--- src/inc/lp_idle_consts.svh ---
// constants for the low-power idle clock controller
// What this block does
// RULE_01: primary idle keeps primary clock running
// RULE_02: idle bit plus sleep in primary run
// RULE_03: software sets idle, clears select, sleeps
// RULE_04: primary idle: cpu halted, peripherals primary-clocked
// RULE_05: timeout status stays set through primary idle
// RULE_06: wake: cpu on primary, code after delay
// RULE_07: wake leaves idle bit and select alone
// RULE_08: secondary idle: cpu stopped, peripherals secondary-clocked
// RULE_09: idle bit plus sleep in secondary run
// RULE_10: software sets idle, select 01, sleeps
// RULE_11: switch to secondary stops primary, updates flags
// RULE_12: secondary wake keeps oscillator, code after delay
// RULE_13: no secondary enable: keep clock, matching idle
// RULE_14: software starts secondary oscillator before idle
// RULE_15: crystal mode picks low, medium, high gain
// RULE_16: high-gain mode has medium/high power options
// RULE_17: idle bit clear: sleep stops all clocks; the secondary oscillator keeps running if enabled or selected as source
`ifndef LP_IDLE_CONSTS_SVH
`define LP_IDLE_CONSTS_SVH

// ************************************************************
// register map
// ************************************************************
`define ADDR_W          8
`define CTRL_OFFSET     8'h00
`define STATUS_OFFSET   8'h04
`define CTRL_RESET      32'h0000_0000
`define RESP_OKAY       2'h0
`define RESP_SLVERR     2'h2

// ************************************************************
// clock select and oscillator configuration encodings
// ************************************************************
`define SCS_PRIMARY     2'h0
`define SCS_SECONDARY   2'h1
`define OSC_CFG_LOW     4'h0
`define OSC_CFG_MEDIUM  4'h1
`define OSC_CFG_HIGH_MP 4'h2
`define OSC_CFG_HIGH_HP 4'h3

// ************************************************************
// timing
// ************************************************************
`define CLK_PERIOD_NS          20
`define WAKE_TO_CODE_DELAY_NS  2000
`define WAKE_TO_CODE_DELAY_CYC \
    ((`WAKE_TO_CODE_DELAY_NS + `CLK_PERIOD_NS - 1) / `CLK_PERIOD_NS)
`define WAKE_CNT_W             8

`endif

--- src/inc/lp_idle_pkg.sv ---
// types for the low-power idle clock controller
package lp_idle_pkg;

    typedef enum logic [1:0] {RUN, IDLE, FULL_SLEEP, WAKE_WAIT} mode_t;

    typedef enum logic [1:0] {SRC_PRIMARY, SRC_SECONDARY, SRC_INTERNAL} src_t;

    typedef enum logic [2:0] {GAIN_OFF, GAIN_LOW, GAIN_MEDIUM, GAIN_HIGH_MP, GAIN_HIGH_HP} gain_t;

    typedef struct packed {
        logic [18:0] rsvd_hi;
        logic [3:0]  osc_config_select;
        logic [1:0]  rsvd_lo;
        logic        timer_c_secondary_osc_enable;
        logic        timer_b_secondary_osc_enable;
        logic        timer_a_secondary_osc_enable;
        logic        secondary_osc_force_on;
        logic [1:0]  system_clock_select;
        logic        idle_select_bit;
    } ctrl_t;

    typedef struct packed {
        logic [19:0] rsvd;
        logic [2:0]  amp_gain;
        logic [1:0]  clk_src;
        logic [1:0]  mode;
        logic        code_exec_en;
        logic        cpu_clk_en;
        logic        periph_clk_en;
        logic        secondary_osc_running_flag;
        logic        primary_osc_timeout_status;
    } status_t;

endpackage

--- src/core/lp_idle_clock_ctrl.sv ---
// idle-mode clock controller with its AXI4-Lite register slave
//
// The register addresses and the AXI4-Lite slave port are this design's own decisions.
`timescale 1ns/1ps
`default_nettype none
`include "lp_idle_consts.svh"

module lp_idle_clock_ctrl (
    input  wire logic                aclk,
    input  wire logic                aresetn,
    // AXI4-Lite slave
    input  wire logic [`ADDR_W-1:0]  awaddr,
    input  wire logic                awvalid,
    output var  logic                awready,
    input  wire logic [31:0]         wdata,
    input  wire logic [3:0]          wstrb,
    input  wire logic                wvalid,
    output var  logic                wready,
    output var  logic [1:0]          bresp,
    output var  logic                bvalid,
    input  wire logic                bready,
    input  wire logic [`ADDR_W-1:0]  araddr,
    input  wire logic                arvalid,
    output var  logic                arready,
    output var  logic [31:0]         rdata,
    output var  logic [1:0]          rresp,
    output var  logic                rvalid,
    input  wire logic                rready,
    // processor core
    input  wire logic                sleep_exec,
    input  wire logic                wake_event,
    // clock tree controls
    output var  logic                cpu_clk_en,
    output var  logic                code_exec_en,
    output var  logic                periph_clk_en,
    output var  logic [1:0]          periph_clk_src,
    output var  logic                primary_osc_en,
    output var  logic                secondary_osc_en,
    output var  lp_idle_pkg::gain_t  amp_gain
);

    // ************************************************************
    // state
    // ************************************************************
    lp_idle_pkg::ctrl_t  ctrl_r;
    lp_idle_pkg::mode_t  mode_r;
    lp_idle_pkg::mode_t  mode_nxt;
    lp_idle_pkg::src_t   src_r;
    lp_idle_pkg::src_t   src_nxt;
    lp_idle_pkg::status_t status;
    logic                primary_osc_timeout_status_r;
    logic                secondary_osc_running_flag_r;
    logic                wake_done;
    logic                wake_start;
    logic                secondary_oscillator_any;

    logic                aw_full_r;
    logic                w_full_r;
    logic [`ADDR_W-1:0]  awaddr_r;
    logic [31:0]         wdata_r;
    logic [3:0]          wstrb_r;
    logic                aw_full_nxt;
    logic                w_full_nxt;
    logic                bvalid_nxt;
    logic                rvalid_nxt;
    logic                do_write;
    logic                ar_take;

    function automatic logic [31:0] apply_strb(input logic [31:0] old_v,
                                               input logic [31:0] new_v,
                                               input logic [3:0]  strb);
        logic [31:0] res;
        res = old_v;
        for (int i = 0; i < 4; i++)
        begin
            if (strb[i])
                res[i*8 +: 8] = new_v[i*8 +: 8];
        end
        return res;
    endfunction

    // ************************************************************
    // AXI4-Lite write channel
    // ************************************************************
    // address and data may arrive in either order; each is held until both are in
    always_comb
    begin
        do_write    = aw_full_r && w_full_r && !bvalid;
        aw_full_nxt = aw_full_r ? !do_write : (awvalid && awready);
        w_full_nxt  = w_full_r  ? !do_write : (wvalid && wready);
        bvalid_nxt  = bvalid ? !bready : do_write;
    end

    always_ff @(posedge aclk)
    begin
        if (!aresetn)
        begin
            aw_full_r <= 1'b0;
            w_full_r  <= 1'b0;
            awready   <= 1'b0;
            wready    <= 1'b0;
            awaddr_r  <= '0;
            wdata_r   <= '0;
            wstrb_r   <= '0;
        end
        else
        begin
            aw_full_r <= aw_full_nxt;
            w_full_r  <= w_full_nxt;
            awready   <= !aw_full_nxt && !bvalid_nxt;
            wready    <= !w_full_nxt && !bvalid_nxt;
            if (awvalid && awready)
                awaddr_r <= awaddr;
            if (wvalid && wready)
            begin
                wdata_r <= wdata;
                wstrb_r <= wstrb;
            end
        end
    end

    always_ff @(posedge aclk)
    begin
        if (!aresetn)
        begin
            bvalid <= 1'b0;
            bresp  <= `RESP_OKAY;
        end
        else
        begin
            bvalid <= bvalid_nxt;
            if (do_write)
                bresp <= (awaddr_r == `CTRL_OFFSET || awaddr_r == `STATUS_OFFSET)
                         ? `RESP_OKAY : `RESP_SLVERR;
        end
    end

    // only software writes reach the control word; mode changes never touch it
    always_ff @(posedge aclk)
    begin
        if (!aresetn)
            ctrl_r <= lp_idle_pkg::ctrl_t'(`CTRL_RESET);
        else if (do_write && awaddr_r == `CTRL_OFFSET)
        begin
            ctrl_r         <= lp_idle_pkg::ctrl_t'(apply_strb(ctrl_r, wdata_r, wstrb_r)); // [RULE_07]
            ctrl_r.rsvd_hi <= '0;
            ctrl_r.rsvd_lo <= '0;
        end
    end

    // ************************************************************
    // AXI4-Lite read channel
    // ************************************************************
    always_comb
    begin
        ar_take    = arvalid && arready;
        rvalid_nxt = rvalid ? !rready : ar_take;
    end

    always_comb
    begin
        status                            = '0;
        status.amp_gain                   = amp_gain;
        status.clk_src                    = src_r;
        status.mode                       = mode_r;
        status.code_exec_en               = code_exec_en;
        status.cpu_clk_en                 = cpu_clk_en;
        status.periph_clk_en              = periph_clk_en;
        status.secondary_osc_running_flag = secondary_osc_running_flag_r;
        status.primary_osc_timeout_status = primary_osc_timeout_status_r;
    end

    always_ff @(posedge aclk)
    begin
        if (!aresetn)
        begin
            arready <= 1'b0;
            rvalid  <= 1'b0;
            rdata   <= '0;
            rresp   <= `RESP_OKAY;
        end
        else
        begin
            arready <= !rvalid_nxt && !ar_take;
            rvalid  <= rvalid_nxt;
            if (ar_take)
            begin
                case (araddr)
                    `CTRL_OFFSET:
                    begin
                        rdata <= ctrl_r;
                        rresp <= `RESP_OKAY;
                    end
                    `STATUS_OFFSET:
                    begin
                        rdata <= status;
                        rresp <= `RESP_OKAY;
                    end
                    default:
                    begin
                        rdata <= '0;
                        rresp <= `RESP_SLVERR;
                    end
                endcase
            end
        end
    end

    // ************************************************************
    // clock source and power mode
    // ************************************************************
    // selecting the secondary without any secondary enable keeps the running source as it is
    always_comb
    begin
        secondary_oscillator_any = ctrl_r.secondary_osc_force_on
                || ctrl_r.timer_a_secondary_osc_enable
                || ctrl_r.timer_b_secondary_osc_enable
                || ctrl_r.timer_c_secondary_osc_enable;
        src_nxt  = src_r;
        if (mode_r == lp_idle_pkg::RUN)
        begin
            case (ctrl_r.system_clock_select)
                `SCS_PRIMARY:   src_nxt = lp_idle_pkg::SRC_PRIMARY;
                `SCS_SECONDARY: src_nxt = secondary_oscillator_any ? lp_idle_pkg::SRC_SECONDARY : src_r; // [RULE_13]
                default:        src_nxt = lp_idle_pkg::SRC_INTERNAL;
            endcase
        end
    end

    always_comb
    begin
        mode_nxt   = mode_r;
        wake_start = 1'b0;
        case (mode_r)
            lp_idle_pkg::RUN:
            begin
                // idle flavour follows idle_select_bit: set gives idle, clear gives full sleep
                if (sleep_exec)
                    mode_nxt = ctrl_r.idle_select_bit ? lp_idle_pkg::IDLE       // [RULE_02] [RULE_09]
                                                      : lp_idle_pkg::FULL_SLEEP; // [RULE_17]
            end
            lp_idle_pkg::IDLE, lp_idle_pkg::FULL_SLEEP:
            begin
                if (wake_event)
                begin
                    mode_nxt   = lp_idle_pkg::WAKE_WAIT;
                    wake_start = 1'b1;                                          // [RULE_06] [RULE_12]
                end
            end
            lp_idle_pkg::WAKE_WAIT:
            begin
                if (wake_done)
                    mode_nxt = lp_idle_pkg::RUN;
            end
            default:
                mode_nxt = lp_idle_pkg::RUN;
        endcase
    end

    always_ff @(posedge aclk)
    begin
        if (!aresetn)
        begin
            mode_r <= lp_idle_pkg::RUN;
            src_r  <= lp_idle_pkg::SRC_PRIMARY;
        end
        else
        begin
            mode_r <= mode_nxt;
            src_r  <= src_nxt;
        end
    end

    wake_delay_timer u_wake_delay (
        .aclk    (aclk),
        .aresetn (aresetn),
        .start   (wake_start),
        .done_r  (wake_done)
    );

    // ************************************************************
    // status flags
    // ************************************************************
    // timeout status tracks the primary source, so idle and wake leave it set
    always_ff @(posedge aclk)
    begin
        if (!aresetn)
        begin
            primary_osc_timeout_status_r    <= 1'b1;
            secondary_osc_running_flag_r <= 1'b0;
        end
        else
        begin
            primary_osc_timeout_status_r    <= (src_nxt == lp_idle_pkg::SRC_PRIMARY);   // [RULE_05] [RULE_11]
            secondary_osc_running_flag_r <= (src_nxt == lp_idle_pkg::SRC_SECONDARY); // [RULE_11]
        end
    end

    // ************************************************************
    // clock tree controls
    // ************************************************************
    always_ff @(posedge aclk)
    begin
        if (!aresetn)
        begin
            cpu_clk_en       <= 1'b1;
            code_exec_en     <= 1'b1;
            periph_clk_en    <= 1'b1;
            periph_clk_src   <= lp_idle_pkg::SRC_PRIMARY;
            primary_osc_en   <= 1'b1;
            secondary_osc_en <= 1'b0;
        end
        else
        begin
            // cpu clock returns at the wake event, execution only after the delay
            cpu_clk_en     <= (mode_nxt == lp_idle_pkg::RUN)
                           || (mode_nxt == lp_idle_pkg::WAKE_WAIT);   // [RULE_04] [RULE_08] [RULE_06]
            code_exec_en   <= (mode_nxt == lp_idle_pkg::RUN);         // [RULE_06] [RULE_12]
            periph_clk_en  <= (mode_nxt != lp_idle_pkg::FULL_SLEEP);  // [RULE_04] [RULE_08] [RULE_17]
            periph_clk_src <= src_nxt;                                // [RULE_04] [RULE_08]
            primary_osc_en <= (src_nxt == lp_idle_pkg::SRC_PRIMARY)
                           && (mode_nxt != lp_idle_pkg::FULL_SLEEP);  // [RULE_01] [RULE_11]
            secondary_osc_en <= secondary_oscillator_any
                             || (src_nxt == lp_idle_pkg::SRC_SECONDARY); // [RULE_12]
        end
    end

    crystal_gain_decode u_gain (
        .aclk              (aclk),
        .aresetn           (aresetn),
        .osc_config_select (ctrl_r.osc_config_select),
        .primary_osc_en    (primary_osc_en),
        .amp_gain_r        (amp_gain)
    );

endmodule
`default_nettype wire

--- src/core/crystal_gain_decode.sv ---
// crystal amplifier gain decoder
`timescale 1ns/1ps
`default_nettype none
`include "lp_idle_consts.svh"

module crystal_gain_decode (
    input  wire logic               aclk,
    input  wire logic               aresetn,
    input  wire logic [3:0]         osc_config_select,
    input  wire logic               primary_osc_en,
    output var  lp_idle_pkg::gain_t amp_gain_r
);

    // amplifier is parked whenever the primary oscillator is shut down
    always_ff @(posedge aclk)
    begin
        if (!aresetn)
            amp_gain_r <= lp_idle_pkg::GAIN_OFF;
        else if (!primary_osc_en)
            amp_gain_r <= lp_idle_pkg::GAIN_OFF;
        else
        begin
            case (osc_config_select)
                `OSC_CFG_LOW:     amp_gain_r <= lp_idle_pkg::GAIN_LOW;      // [RULE_15]
                `OSC_CFG_MEDIUM:  amp_gain_r <= lp_idle_pkg::GAIN_MEDIUM;   // [RULE_15]
                `OSC_CFG_HIGH_MP: amp_gain_r <= lp_idle_pkg::GAIN_HIGH_MP;  // [RULE_16]
                `OSC_CFG_HIGH_HP: amp_gain_r <= lp_idle_pkg::GAIN_HIGH_HP;  // [RULE_16]
                default:          amp_gain_r <= lp_idle_pkg::GAIN_OFF;
            endcase
        end
    end

endmodule
`default_nettype wire

--- src/core/wake_delay_timer.sv ---
// fixed wake-to-code delay counter
`timescale 1ns/1ps
`default_nettype none
`include "lp_idle_consts.svh"

module wake_delay_timer (
    input  wire logic aclk,
    input  wire logic aresetn,
    input  wire logic start,
    output var  logic done_r
);

    localparam logic [`WAKE_CNT_W-1:0] DELAY_CYC = `WAKE_CNT_W'(`WAKE_TO_CODE_DELAY_CYC);
    localparam logic [`WAKE_CNT_W-1:0] ONE       = `WAKE_CNT_W'(1);

    logic [`WAKE_CNT_W-1:0] cnt_r;
    logic                   run_r;

    always_ff @(posedge aclk)
    begin
        if (!aresetn)
        begin
            cnt_r  <= '0;
            run_r  <= 1'b0;
            done_r <= 1'b0;
        end
        else
        begin
            done_r <= 1'b0;
            if (start)
            begin
                cnt_r <= DELAY_CYC;
                run_r <= 1'b1;
            end
            else if (run_r)
            begin
                if (cnt_r == ONE)
                begin
                    run_r  <= 1'b0;
                    done_r <= 1'b1;
                end
                else
                    cnt_r <= cnt_r - ONE;
            end
        end
    end

endmodule
`default_nettype wire

--- config.mk ---
export PLATFORM = sky130hd
export DESIGN_NAME = lp_idle_clock_ctrl
export DESIGN_NICKNAME = d
export VERILOG_FILES = /design/src/inc/lp_idle_pkg.sv /design/src/core/lp_idle_clock_ctrl.sv /design/src/core/crystal_gain_decode.sv /design/src/core/wake_delay_timer.sv
export VERILOG_INCLUDE_DIRS = /design/src /design/src/inc
export SDC_FILE = /design/constraint.sdc
export NUM_CORES = 1
export LEC_CHECK = 0
export ABC_AREA = 1
export BUFFER_PORTS_ARGS = -buffer_cell sky130_fd_sc_hd__buf_2
export CAP_MARGIN = 15
export CORE_UTILIZATION = 35
export CTS_CLUSTER_SIZE = 28
export DETAILED_ROUTE_END_ITERATION = 8
export SYNTH_ARGS = -nofsm -noshare
export SYNTH_HDL_FRONTEND = slang
export SYNTH_SLANG_ARGS = --single-unit
--- constraint.sdc ---
create_clock -name aclk -period 2.1 [get_ports aclk]
set_input_delay 0 -clock aclk [delete_from_list [all_inputs] [get_ports aclk]]
set_output_delay 0 -clock aclk [all_outputs]
set_load 0.02 [all_outputs]
; Yosys cells after proc, flatten, opt, wreduce, memory -nomap -nowiden
; Cells that the tools add are included.
[word_totals]
reg_bits = 101
output_inout_bits = 51
[classes]
add_sub_neg = 1
eq_ne = 14
mux = 25
n_bitwise = 3
reduce_logical = 42
[ops]
columns = op, count
row1 = 13-bit case mux with 2 select lines, 1
row2 = 7-bit 2-to-1 mux, 3
row3 = 8-bit by 3-bit == test with 1-bit output (second input constant), 2
row4 = 8-bit logical NOT, 2
row5 = 2-bit 2-to-1 mux, 8
row6 = 3-bit case mux with 4 select lines, 1
row7 = 1-bit logical AND, 10
row8 = 1-bit 2-to-1 mux, 10
row9 = 2-bit AND reduction, 5
row10 = 1-bit logical NOT, 9
row11 = 4-bit by 2-bit == test with 1-bit output (second input constant), 2
row12 = 8-bit by 1-bit == test with 1-bit output (second input constant), 1
row13 = 2-bit logical NOT, 4
row14 = 8-bit by 1-bit subtractor with 8-bit output (second input constant), 1
row15 = 2-bit by 1-bit == test with 1-bit output (second input constant), 3
row16 = 2-bit == test (second input constant), 3
row17 = 1-bit logical OR, 6
row18 = 2-bit case mux with 3 select lines, 1
row19 = 2-bit OR reduction, 3
row20 = 4-bit by 1-bit == test with 1-bit output (second input constant), 1
row21 = 4-bit logical NOT, 1
row22 = 2-bit case mux with 2 select lines, 1
row23 = 1-bit inverter, 3
row24 = 3-bit OR reduction, 1
row25 = 3 further kinds, 3

; Depth between registers and ports, before layout
[logic_depth]
ltp_word = 8
depth_mapped = 10
depth_no_buf = 10

; By module
; A second synthesis with hierarchy kept.
[unflattened]
hier_cells = 472
hier_area_um2 = 3480.8
[by_module_without_submodules]
columns = module, n_inst, cells_per_inst, area_per_inst_um2, seq_area_each_um2
row1 = lp_idle_clock_ctrl, 1, 370, 2772.7, 1301.2
row2 = wake_delay_timer, 1, 87, 603.1, 200.2
row3 = crystal_gain_decode, 1, 15, 105.1, 60.1

; Worst setup path before layout
; OpenSTA, ideal clock, no wires.
[synth_timing]
kind = flip-flop to flip-flop
from = register mode_r[1]
to = register cpu_clk_en
t_arrival_ns = 1.806
t_required_ns = 1.977
setup_slack_ns = 0.171
stages_incl_launch_ff = 10
period_less_slack_ns = 1.929
cell_sequence = dfxtp_1 -> inv_1 -> ha_1 -> nand2_1 -> inv_1 -> o211ai_1 -> o21a_1 -> inv_1 -> ha_1 -> or2_2
[synth_via]
elab_chain_len = 5
elab_cells_between_ends = 12
cone_classes = eq/ne: 4 / mux: 4 / reduce/logical: 4
[synth_lines]
columns = element, line_no
row1 = start: declaration, lp_idle_clock_ctrl.sv:46  ; lp_idle_pkg::mode_t mode_r;
row2 = start signal: assignment, lp_idle_clock_ctrl.sv:264  ; mode_r <= lp_idle_pkg::RUN;
row3 = start signal: assignment, lp_idle_clock_ctrl.sv:269  ; mode_r <= mode_nxt;
row4 = 2-bit by 1-bit == test with 1-bit output or 2-bit == test (tied branches), lp_idle_clock_ctrl.sv:234  ; case (mode_r)
row5 = 2-bit OR reduction, lp_idle_clock_ctrl.sv:234
row6 = 2-bit case mux with 3 select lines *, lp_idle_clock_ctrl.sv:234
row7 = net mode_nxt[1], lp_idle_clock_ctrl.sv:47  ; lp_idle_pkg::mode_t mode_nxt;
row8 = 2-bit == test or 2-bit logical NOT (tied branches), "lp_idle_clock_ctrl.sv:317, lp_idle_clock_ctrl.sv:316"
row9 = 1-bit logical OR *, lp_idle_clock_ctrl.sv:317  ; || (mode_nxt == lp_idle_pkg::WAKE_WAIT);
row10 = end signal: assignment, lp_idle_clock_ctrl.sv:316  ; cpu_clk_en <= (mode_nxt == lp_idle_pkg::RUN)
row11 = end: declaration, lp_idle_clock_ctrl.sv:33  ; output var logic cpu_clk_en,
; The timed path passes the listed nets; every way through them passes the cells marked *.
; A chain may end at the register's enable or synchronous reset.

; Final worst setup path
[layout_timing]
from = register mode_r[0]
to = register cpu_clk_en
; The elaborated chain is that of the path after synthesis.

==> reports/metrics.yaml <==
status: "finished clean"
clock_skew_ns: 0.00875
path_class: "flip-flop to flip-flop"
setup_violations: 0
fin_area_um2: 4240
die_area_um2: 10100
io_pins: 112
final_nets: 625
core_area_um2: 9330
slowest_delay_ns: 0.35
clock_tree.buffer_depth: 2
vias: 3060
critPathTopFamily: "adder cells"
dpl.hpwl_mm: 5.34
power.density_nw_per_um2: 887
critPathMaxFanout: 4
cts_tree: "yes"
io_buffer_count: 67
syn_area_um2: 3400
synth_top_area_share_pct: 45.9
p_leak_uw: 0.00201
synth_top_cells_by_area: "dfxtp_1 (46%), nand2_1 (13%), nor2_1 (8.8%)"
worst_path_max_delay_cell: "dfxtp_2"
yosysSeqAreaShare_pct: 45.9
routedWlPerCell_um: 10.6
drtIter0Drc: 77
postPlaceCellArea_um2: 3800
min_path_type: "input pin to flip-flop"
total_power_uw: 3760
root_buffer: "clkbuf_8"
cts.sinks: 78
syn_to_final_growth_pct: 24.4
required_ns: 2.33
drcViolationCount: 0
fp.dieW_um: 101
final.period_utilization_pct: 92.4
timing.final.hold_violations: 0
critPathCaptureType: "flip-flop"
vdd_drop_max_mv: 0.372
worstSkewPairLatency_ns: 0.35
antenna_found_initial: 0
crit_arrival_ns: 2.17
cts-buffers-inserted: 9
slew_viol_final: 0
slew_headroom_pct: 50.1
tightestPinTransition_ns: 0.746
yosysWarningCount: 0
die_y_um: 101
worst_setup_path_start_kind: "flip-flop"
grt_max_degree: 34
synthCells: 461
post_cts.repair.setup_buffers: 0
synthXorXnorAreaFrac_pct: 0.515
start_util_pct: 36.5
worst-path-buf-inv: 3
synth_area_leader_cell: "dfxtp_1"
grt_util_all_layers_pct: 15.5
fmaxAchievable_mhz: 516
grt_pass1_wl_mm: 12.5
crit_chain: "inv_1, ha_1, nand2_1, inv_1, o211ai_1, o21a_1, inv_1, ha_1, or2_2"
muxShareOfSynthArea_pct: 0
grt_pass1_vias: 2858
clk_pin_slew_worst_paths_ns: 0.09
synth_top_family_by_area: "simple AND/OR/NAND/NOR gates"
crit_top_cell: "inv_1"
grt_overflow: 0
synth-adder-area-share_pct: 2.57
drtAntennaViolNets: 0
maxCapViolCount: 0
viasPerCell: 4.43
drt_pass1_iterations: 4
finalCriticalPeriod_ns: 1.94
gp_congestion: 0.801
drive_gt1_share_pct: 19.6
synth_cell_types: 34
htreeDepth: 3
routed_wl_mm: 7.36
synth_seq_cells: 78
synth_compound_area_share_pct: 9.08
n_antenna_cell: 0
syn_avg_cell_area_um2: 7.39
yosys.area_share.simple_pct: 31.1
num_rows: 35
-- kinds of logic (layout without fill, tap and decap cells) --
group                      count (synthesis)  count (layout)
adders and majority gates                  7               7
buffers and inverters                     71             152
AOI/OAI and AO/OA                         59              59
xor gates and xnor gates                   2               2
other                                      1              21
and+or+nand+nor                          243             243
DFF                                       78              78
-- path summary, 6_finish.rpt --
kind                         startpoint                endpoint  slack, ns  cells past startpoint
setup / recovery   mode_r[0]$_SDFF_PN0_   cpu_clk_en$_SDFF_PN1_       0.16                      9
hold / removal                araddr[2]  rdata[12]$_SDFFE_PN0P_       0.02                      4
setup reg to reg   mode_r[0]$_SDFF_PN0_   cpu_clk_en$_SDFF_PN1_       0.16                      9
hold reg to reg   rdata[2]$_SDFFE_PN0P_   rdata[2]$_SDFFE_PN0P_       0.45                      2
-- per-layer routing --
metal  part of all wire, %  track usage [%]  vias to the layer above
li1                      -                -                     1621
met1                    48             18.5                     1331
met2                    45             27.3                       98
met3                   5.1             3.05                       10
met4                   1.5             6.58                        0
met5                     0                0                        -
-- worst reg2reg max path, delay by kind of cell (launching register included) --
family | cells | cell delay (ns)
compound gates | 2 | 0.35
fa+ha+maj | 2 | 0.57
buf+inv | 3 | 0.19
flops | 1 | 0.35
simple gates | 2 | 0.38
-- area by class of cell --
| cell class | count | area (um2) |
|---|---|---|
| Inverter | 37 | 139 |
| Clock inverter | 7 | 57.6 |
| Timing Repair Buffer | 99 | 638 |
| Sequential cell | 78 | 1560 |
| Tap cell | 129 | 161 |
| Multi-Input combinational cell | 332 | 1550 |
| Clock buffer | 9 | 124 |
| Fill cell | 977 | 5090 |
-- cells in the mapped netlist (all sizes together) --
| cell | n |
|---|---|
| clkbuf | 7 |
| nor3 | 4 |
| a21boi | 1 |
| and3 | 1 |
| conb | 1 |
| a21oi | 20 |
| nor2 | 85 |
| nand3 | 17 |
| or2 | 2 |
| nor3b | 1 |
| clkinv | 1 |
| nand2 | 118 |
| inv | 36 |
| o211ai | 1 |
| dfxtp | 78 |
| nor4 | 2 |
| buf | 27 |
| o21bai | 1 |
| xor2 | 2 |
| nand4 | 13 |
| ha | 7 |
| o21a | 1 |
| o21ai | 35 |
-- sequential cells by signal, indices dropped and copies added (netlist names), 3 cells and up --
name / count
rdata: 13
ctrl_r: 11
wdata_r: 11
awaddr_r: 8
u_wake_delay.cnt_r: 8
u_gain.amp_gain_r: 3
-- timing repair --
item,4_1_cts,5_1_grt
gates resized for setup,0,2
endpoints found under the hold margin,24,0
hold buffers,25,0
setup endpoints to repair,0,1
-- cell usage in the layout (no fill, tap or decap), types with 2 or more instances in the layout --
master and count:
clkbuf_8 9, nand2_4 2, clkinv_4 2, inv_1 33
a21oi_1 20, inv_2 3, nand4_1 13, buf_2 67
dfxtp_1 76, ha_1 7, xor2_1 2, nor4_1 2
conb_1 21, nand3_2 2, nor2_1 80, or2_2 2
nand3_1 15, nor2_2 2, clkinvlp_4 2, dfxtp_2 2
nor2_4 3, buf_4 7, nor3_1 2, o21ai_0 34
dlygate4sd3_1 25, nand2_1 115
-- where the power goes --
part | switching [uW] | internal (uW)
sequential | 106 | 1620
combinational | 619 | 379
clock | 588 | 443
total | 1310 | 2440
-- stage by stage --
stage	hold slack, ns	utilization, %	instances	setup slack [ns]	TNS [ns]
after CTS	0.0136	45.4	691	0.128	0
final	0.0170	45.4	691	0.161	0
after floorplan	0.0757	-	481	0.171	0
after global placement	0.249	40.8	650	0.212	0
after detailed placement	0.257	40.8	650	0.159	0
after global routing	0.0307	45.4	691	-0.00889	-0.00889
Power figures use the tool's default switching activity.
